## src/pkg/prl_consts.vh

```
// Constants for the program memory read limit block
`ifndef PRL_CONSTS_VH
`define PRL_CONSTS_VH
`define PRL_ADDR_W        16
`define PRL_DATA_W        8
`define PRL_BLOCKED_DATA  8'h00
`define PRL_LIMIT_LOW     8'h00
`define PRL_LOCK_W        8
`define PRL_LOCK_RESET    8'h00
`define PRL_PAGE_SHIFT    9
`define PRL_SEC_PAGE      7'h7E
`define PRL_PAGE_OFS      9'h000
`define PRL_ADDR_RESET    16'h0000
`define PRL_DATA_RESET    8'h00
`define PRL_RSV_START     16'hFE00
`define PRL_SEC_ADDR_LO   16'hFDFE
`define PRL_SEC_ADDR_HI   16'hFDFF
`endif

```

## src/verilog/prl_read_limit.v

```verilog
// Read limit guard, lock bits and debug erase decode for program memory
`timescale 1ns/100ps
`include "prl_consts.vh"
module prl_read_limit #(
  parameter ADDR_W = `PRL_ADDR_W,
  parameter LOCK_W = `PRL_LOCK_W
) (
  // Clock, reset, enable
  input  wire              sys_clk_i,
  input  wire              rst_n_i,
  input  wire              clk_en_i,
  // Security byte holding the boundary high byte
  input  wire [7:0]        limit_byte_i,
  // Core request: fetch or table read
  input  wire              req_valid_i,
  input  wire              req_is_table_i,
  input  wire [ADDR_W-1:0] req_pc_i,
  input  wire [ADDR_W-1:0] req_addr_i,
  // Flash array
  output wire              mem_rd_o,
  output wire [ADDR_W-1:0] mem_addr_o,
  input  wire [7:0]        mem_data_i,
  input  wire              mem_data_valid_i,
  // Core answer
  output reg  [7:0]        rd_data_o,
  output reg               rd_valid_o,
  output reg               rd_blocked_o,
  // Lock bits: software view
  input  wire              lock_set_i,
  input  wire              lock_clr_i,
  input  wire [LOCK_W-1:0] lock_wdata_i,
  output wire [LOCK_W-1:0] lock_rdata_o,
  // Debug port erase
  input  wire              dbg_erase_i,
  input  wire [ADDR_W-1:0] dbg_erase_addr_i,
  output reg               erase_all_o,
  output reg               erase_page_o,
  output reg  [ADDR_W-1:0] erase_page_addr_o,
  output reg               erase_err_o
);
  // Fixed values of the read path
  localparam [7:0]        BLOCKED  = `PRL_BLOCKED_DATA;
  localparam [7:0]        LIM_LO   = `PRL_LIMIT_LOW;
  localparam [7:0]        DATA_RST = `PRL_DATA_RESET;

  // Fixed values of the erase decode and lock bits
  localparam [15:0]       SEC_LO   = `PRL_SEC_ADDR_LO;
  localparam [15:0]       SEC_HI   = `PRL_SEC_ADDR_HI;
  localparam [15:0]       RSV      = `PRL_RSV_START;
  localparam [15:0]       ADDR_RST = `PRL_ADDR_RESET;
  localparam [6:0]        SECPG    = `PRL_SEC_PAGE;
  localparam [8:0]        PG_OFS   = `PRL_PAGE_OFS;
  localparam [LOCK_W-1:0] LOCK_RST = `PRL_LOCK_RESET;

  // Read path states
  localparam [1:0]        ST_IDLE  = 2'h0;
  localparam [1:0]        ST_WAIT  = 2'h1;
  localparam [1:0]        ST_RESP  = 2'h2;

  // Read path
  reg  [1:0]        state;
  reg  [1:0]        next_state;
  reg  [7:0]        next_rd_data;
  reg               next_rd_valid;
  reg               next_rd_blocked;
  wire [15:0]       boundary;
  wire              pc_upper;
  wire              tgt_lower;
  wire              block;
  wire              idle;

  // Lock bits and debug erase
  reg  [LOCK_W-1:0] lock;
  wire [LOCK_W-1:0] next_lock;
  wire              is_sec;
  wire              in_sec_page;
  wire              in_rsv;
  wire              erase_unlock;
  wire              fw_clear;
  wire [ADDR_W-1:0] page_base;
  reg               next_erase_all;
  reg               next_erase_page;
  reg               next_erase_err;
  reg  [ADDR_W-1:0] next_page_addr;

  // Zero byte gives boundary zero: everything upper-or-equal, nothing blocked
  assign boundary  = {limit_byte_i, LIM_LO};
  assign pc_upper  = (req_pc_i >= boundary);
  assign tgt_lower = (req_addr_i < boundary);
  // Only table reads are filtered; fetches pass so published entry points work
  assign block     = req_is_table_i & pc_upper & tgt_lower;
  assign idle      = (state == ST_IDLE);

  // Blocked reads never reach the array, so no lower contents leak on its bus
  assign mem_rd_o   = req_valid_i & ~block & idle & clk_en_i & rst_n_i;
  assign mem_addr_o = req_addr_i;

  // Answer register: blocked data and array data share one path
  always @* begin
    next_state      = state;
    next_rd_data    = rd_data_o;
    next_rd_valid   = 1'b0;
    next_rd_blocked = 1'b0;
    case (state)
      ST_IDLE: begin
        if (req_valid_i && block) begin
          next_state      = ST_RESP;
          next_rd_data    = BLOCKED;
          next_rd_valid   = 1'b1;
          next_rd_blocked = 1'b1;
        end else if (req_valid_i) begin
          next_state = ST_WAIT;
        end
      end
      ST_WAIT: begin
        if (mem_data_valid_i) begin
          next_state    = ST_RESP;
          next_rd_data  = mem_data_i;
          next_rd_valid = 1'b1;
        end
      end
      ST_RESP: begin
        // The core still holds its request while the answer stands; taking it
        // again here would issue a second array read for one instruction
        next_state = ST_IDLE;
      end
      default: begin
        next_state = ST_IDLE;
      end
    endcase
  end

  // Clock enable low holds the whole read path, pulses included
  always @(posedge sys_clk_i) begin
    if (!rst_n_i) begin
      state        <= ST_IDLE;
      rd_data_o    <= DATA_RST;
      rd_valid_o   <= 1'b0;
      rd_blocked_o <= 1'b0;
    end else if (clk_en_i) begin
      state        <= next_state;
      rd_data_o    <= next_rd_data;
      rd_valid_o   <= next_rd_valid;
      rd_blocked_o <= next_rd_blocked;
    end
  end

  // Erase address decode
  assign is_sec      = (dbg_erase_addr_i == SEC_LO) || (dbg_erase_addr_i == SEC_HI);
  assign in_sec_page = (dbg_erase_addr_i[ADDR_W-1:`PRL_PAGE_SHIFT] == SECPG);
  assign in_rsv      = (dbg_erase_addr_i >= RSV);
  assign page_base   = {dbg_erase_addr_i[ADDR_W-1:`PRL_PAGE_SHIFT], PG_OFS};

  // Security page erase wipes the lock bytes too, so both restore the lock bits
  assign erase_unlock = dbg_erase_i & (is_sec | in_sec_page);
  // Debug erase wins over a clear in the same cycle
  assign fw_clear     = lock_clr_i & ~dbg_erase_i;
  // No firmware path ever sets a bit back, so lock_set_i is left unused
  assign lock_rdata_o = lock;

  // Per bit: a clear writes 0 where the data bit is 0, never a 1
  genvar gi;
  generate
    for (gi = 0; gi < LOCK_W; gi = gi + 1) begin : g_lock
      assign next_lock[gi] = erase_unlock ? 1'b1 :
                             (fw_clear & ~lock_wdata_i[gi]) ? 1'b0 :
                             lock[gi];
    end
  endgenerate

  // Erase priority: security byte, security page, reserved area, plain page
  always @* begin
    next_erase_all  = 1'b0;
    next_erase_page = 1'b0;
    next_erase_err  = 1'b0;
    next_page_addr  = erase_page_addr_o;
    if (dbg_erase_i && is_sec) begin
      next_erase_all = 1'b1;
    end else if (dbg_erase_i && in_sec_page) begin
      next_erase_page = 1'b1;
      next_page_addr  = page_base;
    end else if (dbg_erase_i && in_rsv) begin
      // Reserved area is never the target of a page erase
      next_erase_err = 1'b1;
    end else if (dbg_erase_i) begin
      next_erase_page = 1'b1;
      next_page_addr  = page_base;
    end
  end

  // Lock bits and erase pulses
  always @(posedge sys_clk_i) begin
    if (!rst_n_i) begin
      lock              <= LOCK_RST;
      erase_all_o       <= 1'b0;
      erase_page_o      <= 1'b0;
      erase_page_addr_o <= ADDR_RST;
      erase_err_o       <= 1'b0;
    end else if (clk_en_i) begin
      lock              <= next_lock;
      erase_all_o       <= next_erase_all;
      erase_page_o      <= next_erase_page;
      erase_page_addr_o <= next_page_addr;
      erase_err_o       <= next_erase_err;
    end
  end

endmodule // prl_read_limit
```

## config.mk

```make
export PLATFORM = sky130hd
export DESIGN_NAME = prl_read_limit
export DESIGN_NICKNAME = d
export VERILOG_FILES = /design/src/verilog/prl_read_limit.v
export VERILOG_INCLUDE_DIRS = /design/src /design/src/pkg
export SDC_FILE = /design/constraint.sdc
export NUM_CORES = 1
export LEC_CHECK = 0
export ABC_CLOCK_PERIOD_IN_PS = 1600
export BUFFER_PORTS_ARGS = -buffer_cell sky130_fd_sc_hd__buf_2
export CAP_MARGIN = 25
export CORE_MARGIN = 2
export CORE_UTILIZATION = 35
export CTS_CLUSTER_SIZE = 25
export DETAILED_ROUTE_END_ITERATION = 10
export PLACE_DENSITY = 0.71
export SLEW_MARGIN = 20
export SYNTH_ARGS = -nofsm -noshare
export SYNTH_HDL_FRONTEND = slang
export SYNTH_SLANG_ARGS = --single-unit
export TNS_END_PERCENT = 10
```

## constraint.sdc

```tcl
create_clock -name sys_clk_i -period 1.6 [get_ports sys_clk_i]
set_input_delay 0 -clock sys_clk_i [delete_from_list [all_inputs] [get_ports sys_clk_i]]
set_output_delay 0 -clock sys_clk_i [all_outputs]
set_load 0.03 [all_outputs]
```

# After elaboration in Yosys (flattened, before gate mapping)
# Index checks and enable logic that the tools add are counted.
# totals
elab_cells	120
output_inout_bits	54
regBits	39
inputBits	81
# classes
muxes	38
bitwise_logic	28
n_reduce_logical	27
order_cmp	3
n_eq_ne	8
# ops
op	count
$mux 16	3
$eq 16x16->1 const B	2
$mux 1	27
$reduce_bool 2->1	10
$and 1x1->1	16
$ge 16x16->1	1
$ge 16x16->1 const B	1
$lt 16x16->1	1
$mux 8	2
$pmux 8 s2	1
$reduce_and 2->1	8
$not 1->1	11
$reduce_and 4->1	2
$eq 7x7->1 const B	1
$mux 2	3
$logic_and 1x1->1	4
$ne 2x2->1 const B	2
$pmux 2 s2	1
$ne 3x2->1 const B	1
$reduce_and 3->1	1
$eq 2x1->1 const B	1
$logic_not 2->1	1
$ne 2x1->1 const B	1
$pmux 1 s2	1
other kinds (2)	2

# Longest topological paths before layout
# logic_depth
word_depth	8
mapped_depth	7
depth_no_buf	7

# Worst setup path after synthesis
# Ideal clock, no wire load.
# synth_path
path_type	input-to-reg
from	input limit_byte_i[3]
to	register rd_data_o[0]
setup_slack_ns	0.145
n_path_buf	0
required_time_ns	1.483
setup_ns	0.117
stages	7
arrival_ns	1.338
path_cell_list	inv_1 -> ha_1 -> a211oi_1 -> o21ai_0 -> a31oi_1 -> o311ai_4 -> a32o_1
# synth_via
elab_chain_cells	6
word_cells_on_any_way	7
classes_between	2 x order compare; 1 x eq/ne; 2 x bitwise; 2 x reduce/logical
# synth_lines
element	line	rtl
from (decl)	prl_read_limit.v:13	input wire [7:0] limit_byte_i,
$ge 16x16->1	prl_read_limit.v:88	assign pc_upper = (req_pc_i >= boundary);
$and 1x1->1	prl_read_limit.v:91	assign block = req_is_table_i & pc_upper & tgt_lower;
$and 1x1->1 (*)	prl_read_limit.v:91	
$logic_and 1x1->1 (*)	prl_read_limit.v:106	if (req_valid_i && block) begin
$ne 2x1->1 (no source line) (*)	-	
$reduce_and 4->1 (no source line) (*)	-	
to (signal assigned)	prl_read_limit.v:142	rd_data_o <= next_rd_data;
to (decl)	prl_read_limit.v:25	output reg [7:0] rd_data_o,
# Mark *: on every way between the ends. The rest lies on a longest branch, timed or not.
# A chain may end at the register's enable or synchronous reset.

# Worst setup path after layout
# layout_path
from	input limit_byte_i[2]
to	output mem_rd_o
# layout_via
elab_chain_cells	8
word_cells_on_any_way	9
classes_between	2 x order compare; 7 x bitwise
# layout_lines
element	line	rtl
$ge 16x16->1	prl_read_limit.v:88	
$and 1x1->1	prl_read_limit.v:91	
$and 1x1->1 (*)	prl_read_limit.v:91	
$not 1->1 (*)	prl_read_limit.v:95	assign mem_rd_o = req_valid_i & ~block & idle & clk_en_i & rst_n_i;
$and 1x1->1 (*) (4 in series)	prl_read_limit.v:95	
to (decl)	prl_read_limit.v:20	output wire mem_rd_o,
# Marks and branches as above.

==> results.txt <==
----------------------------------------------------
[Run status]
  Outcome ... complete, no violations

[Logic synthesis]
  Post-synthesis instance area ... 1831 um2
  Number of unique standard cell types used by synthesis ... 50
  Register area share after synthesis ... 32.81%
  Most common flop cell mapped by yosys ... dfxtp_1
  Share of async-settable or async-resettable flops after synthesis ... 0%
  Gate count after technology mapping ... 195
  Yosys Warn Count ... 0
  Seq cells post-synth ... 30
  Count of flip-flops with a built-in enable after synthesis ... 0
  Post-Synthesis Mean Instance Area ... 9.387 um2

[Critical path]
  Start-to-end type of the worst setup path ... in2out
  Beginning of the worst register-to-register path ... state[0]
  CP Launch Type ... primary input
  Crit Path Max Fanout ... 3
  Capture point of the worst reg-to-reg path ... rd_data_o[6]
  Internal reg-to-reg setup slack ... 0.08 ns
  Critical Path Sink Type ... output port
  Number of cells traversed by the worst register-to-register path ... 5
  Data required time at the worst endpoint ... roughly 1.6 ns
  Arrival time reported for the critical path endpoint ... 1.54 ns

[Clock network]
  Number of buffers on the longest clock path ... 2
  Clock latency reported for the late side of the worst-skew pair ... ~0.28 ns
  Clock Root Buffer ... clkbuf_8
  Total CTS buffers ... 5
  Clock tree from TritonCTS ... done
  Count of clock tree sinks ... 30
  H-tree level count ... 2

[STA]
  Worst relative slew slack ... between 60% and 70%
  Final max-slew violation count ... 0
  Final cycle utilization of the critical path ... 96.08%
  TNS Setup ... 0 ns
  WHS ... 0.00001321 ns
  Final-report hold violation count ... 0
  Tmin final ... around 1.5 ns
  Fmax ... 650.5 MHz
  Setup repair after global routing missed its margin ... yes
  Clk_skew ... about 0.0019 ns
  Final-report setup violation count ... 0
  Transition time of the tightest slew-check pin ... ~0.58 ns

[Die]
  Die width ... between 70 and 80 um
  Die area ... 5825 um2
  I/O pin count ... roughly 140
  Vertical extent of the die ... about 76 um
  Rows ... 26
  Core ar. ... 5075 um2
  Initial core utilization ... between 30 and 40%

[Routing]
  Met2 WL post-DR ... approximately 2200 um
  Avg WL per Cell ... 11.94 um
  Via Count ... 1806
  Top metal layer carrying routed signals ... met4
  Total Routed Length ... between 4000 and 5000 um
  Number of routed nets with antenna violations ... 0
  Vias/cell ... 4.816
  Number of violations reported at the end of detailed-routing iteration 0 ... 77
  Met1 routed wirelength after detailed routing ... around 1900 um
  First-pass iteration count of the detailed router ... 4
  DRC violations left ... 0
  Met3 layer wire length in the routed design ... 410 um

[Place]
  Post-detail-place hpwl ... about 3400 um
  Port-buffer cells ... 107
  Weighted congestion at the end of routability-driven global placement ... ~0.7
  Number of instances in the placed design ... between 300 and 400

[GRT]
  Vias in the first global route ... between 1500 and 2000
  First-pass GRT wire length ... between 7000 and 8000 um
  Maximum number of pins on one net before global-route repair ... 26
  Number of antenna violations at the first check in global routing ... 0
  Total global-route track usage ... between 10% and 20%
  Leftover overflow at the end of global routing ... 0

[Min path]
  Endpoint of the worst hold path ... mem_addr_o[1]
  Type of the tightest min-delay check ... in2out
  Hold path startpoint ... req_addr_i[1]
  Number of stages on the worst hold path ... 0

[Run]
  Max-capacitance violation count ... 0

[Finish]
  Number of antenna cells inserted ... 0
  Nets ... 400
  Fraction of final layout cells sized beyond drive strength 1 ... a little over two fifths
  Most common library cell in the layout ignoring fill and taps ... buf_2
  Commonest cells after routing, fill and taps aside ... buf_2, dfxtp_1, ha_1
  Filler instances ... approximately 510
  Final non-filler cell total ... between 300 and 400
  Post-synthesis to final-layout area growth ... 39.37%

[Power and ir drop]
  P per Cell Area ... ~770 nW/um2
  VDD IR max ... around 0.35 mV
  Leakage power summed over all cells ... approximately 0.0012 uW

----------------------------------------------------
## per-layer routing
layer  track usage, %  vias to the layer above
li1                 -                      899
met1            17.18                      816
met2            26.55                       87
met3            5.332                        4
met4            4.545                        0
met5                0                        -
## worst max-delay path, cell delays in order
cell and delay, ns:
buf_2 0.08, inv_1 0.05, ha_1 0.28, nor4b_1 0.23
a31oi_1 0.15, a21oi_2 0.27, nor3_4 0.08, o21ba_2 0.22
buf_2 0.17
## cells by family (layout without fill, tap and decap cells)
logic type	count (synthesis)	after routing	synth area share, %
simple gates	44	44	14.70
fa+ha+maj	15	15	10.25
mux	4	4	2.187
other cells	1	9	0.2049
flops	30	30	32.81
compound gates	59	59	25.29
buf+inv	42	144	14.56
## Yosys cell counts, drive strengths merged (2+ instances only)
library cell  number  area share, %
o21ai             14            3.8
buf               29             12
o311ai             2            1.9
nand4              4            1.4
nand2              7            1.4
nor2b             13            4.4
o31ai              3            1.2
a32o               8            4.4
clkbuf             2           0.41
or2                2           0.68
or3                2           0.96
o221a              2            1.2
and3               2           0.68
o21a               2           0.82
a211oi             2           0.82
a21oi              4            1.5
ha                15             10
nor2               2           0.41
mux2i              4            2.2
a31oi              2           0.68
o22ai              2            1.0
dfxtp             30             33
inv               11            2.3
nor3               3            1.1
a21boi            10            4.1
## timing repair
action / in CTS / in global routing
hold endpoints to repair: 13 / 0
endpoints found under the setup margin: 1 / 12
buffers inserted: 0 / 1
pin swaps: 1 / 2
gates resized for setup: 1 / 3
hold buffers: 13 / 0
cloned: 0 / 0
## worst max-delay path by stage
stage          depth (start not counted)      endpoint             from
4_1_cts                                9      mem_rd_o  limit_byte_i[1]
3_5_place_dp                           8  rd_data_o[2]  limit_byte_i[3]
2_1_floorplan                          7  rd_data_o[0]  limit_byte_i[3]
3_3_place_gp                           8  rd_data_o[2]  limit_byte_i[3]
6_report                               9      mem_rd_o  limit_byte_i[2]
5_1_grt                                5  rd_data_o[6]         state[0]
## metrics by stage
stage	worst slack, ns	cell area [um2]	power (uW)	utilization, %
detailed placement	-0.1152	2288	1203	45.09
CTS	0.01534	2534	1974	49.93
finish	0.06275	2551	1959	50.27
floorplan	0.1446	1861	1109	-
global route	-0.03074	2551	2064	50.27
global placement	-0.06717	2288	1198	45.09
## cell type report
cell class | count | area (um2) | share of cell area, %
clock buffer | 5 | 68.82 | 2.697
tap | 70 | 87.58 | 3.433
inverter | 11 | 41.29 | 1.618
clock inverter | 3 | 40.04 | 1.569
sequential | 30 | 600.6 | 23.54
multi-input combinational | 131 | 1010 | 39.58
timing repair buffer | 125 | 703.2 | 27.56
## power breakdown
group / switching [uW] / internal, uW
clock network: 280 / 457
logic: 244 / 199
registers: 11.2 / 768
total: 535 / 1420
## state kept, by name, summed over array words and instances, names as in the netlist
signal,cells
rd_data_o,8
rd_blocked_o,1
erase_all_o,1
state,2
erase_page_addr_o,7
erase_err_o,1
rd_valid_o,1
erase_page_o,1
lock_rdata_o,8
(Power assumes the default switching activity.)
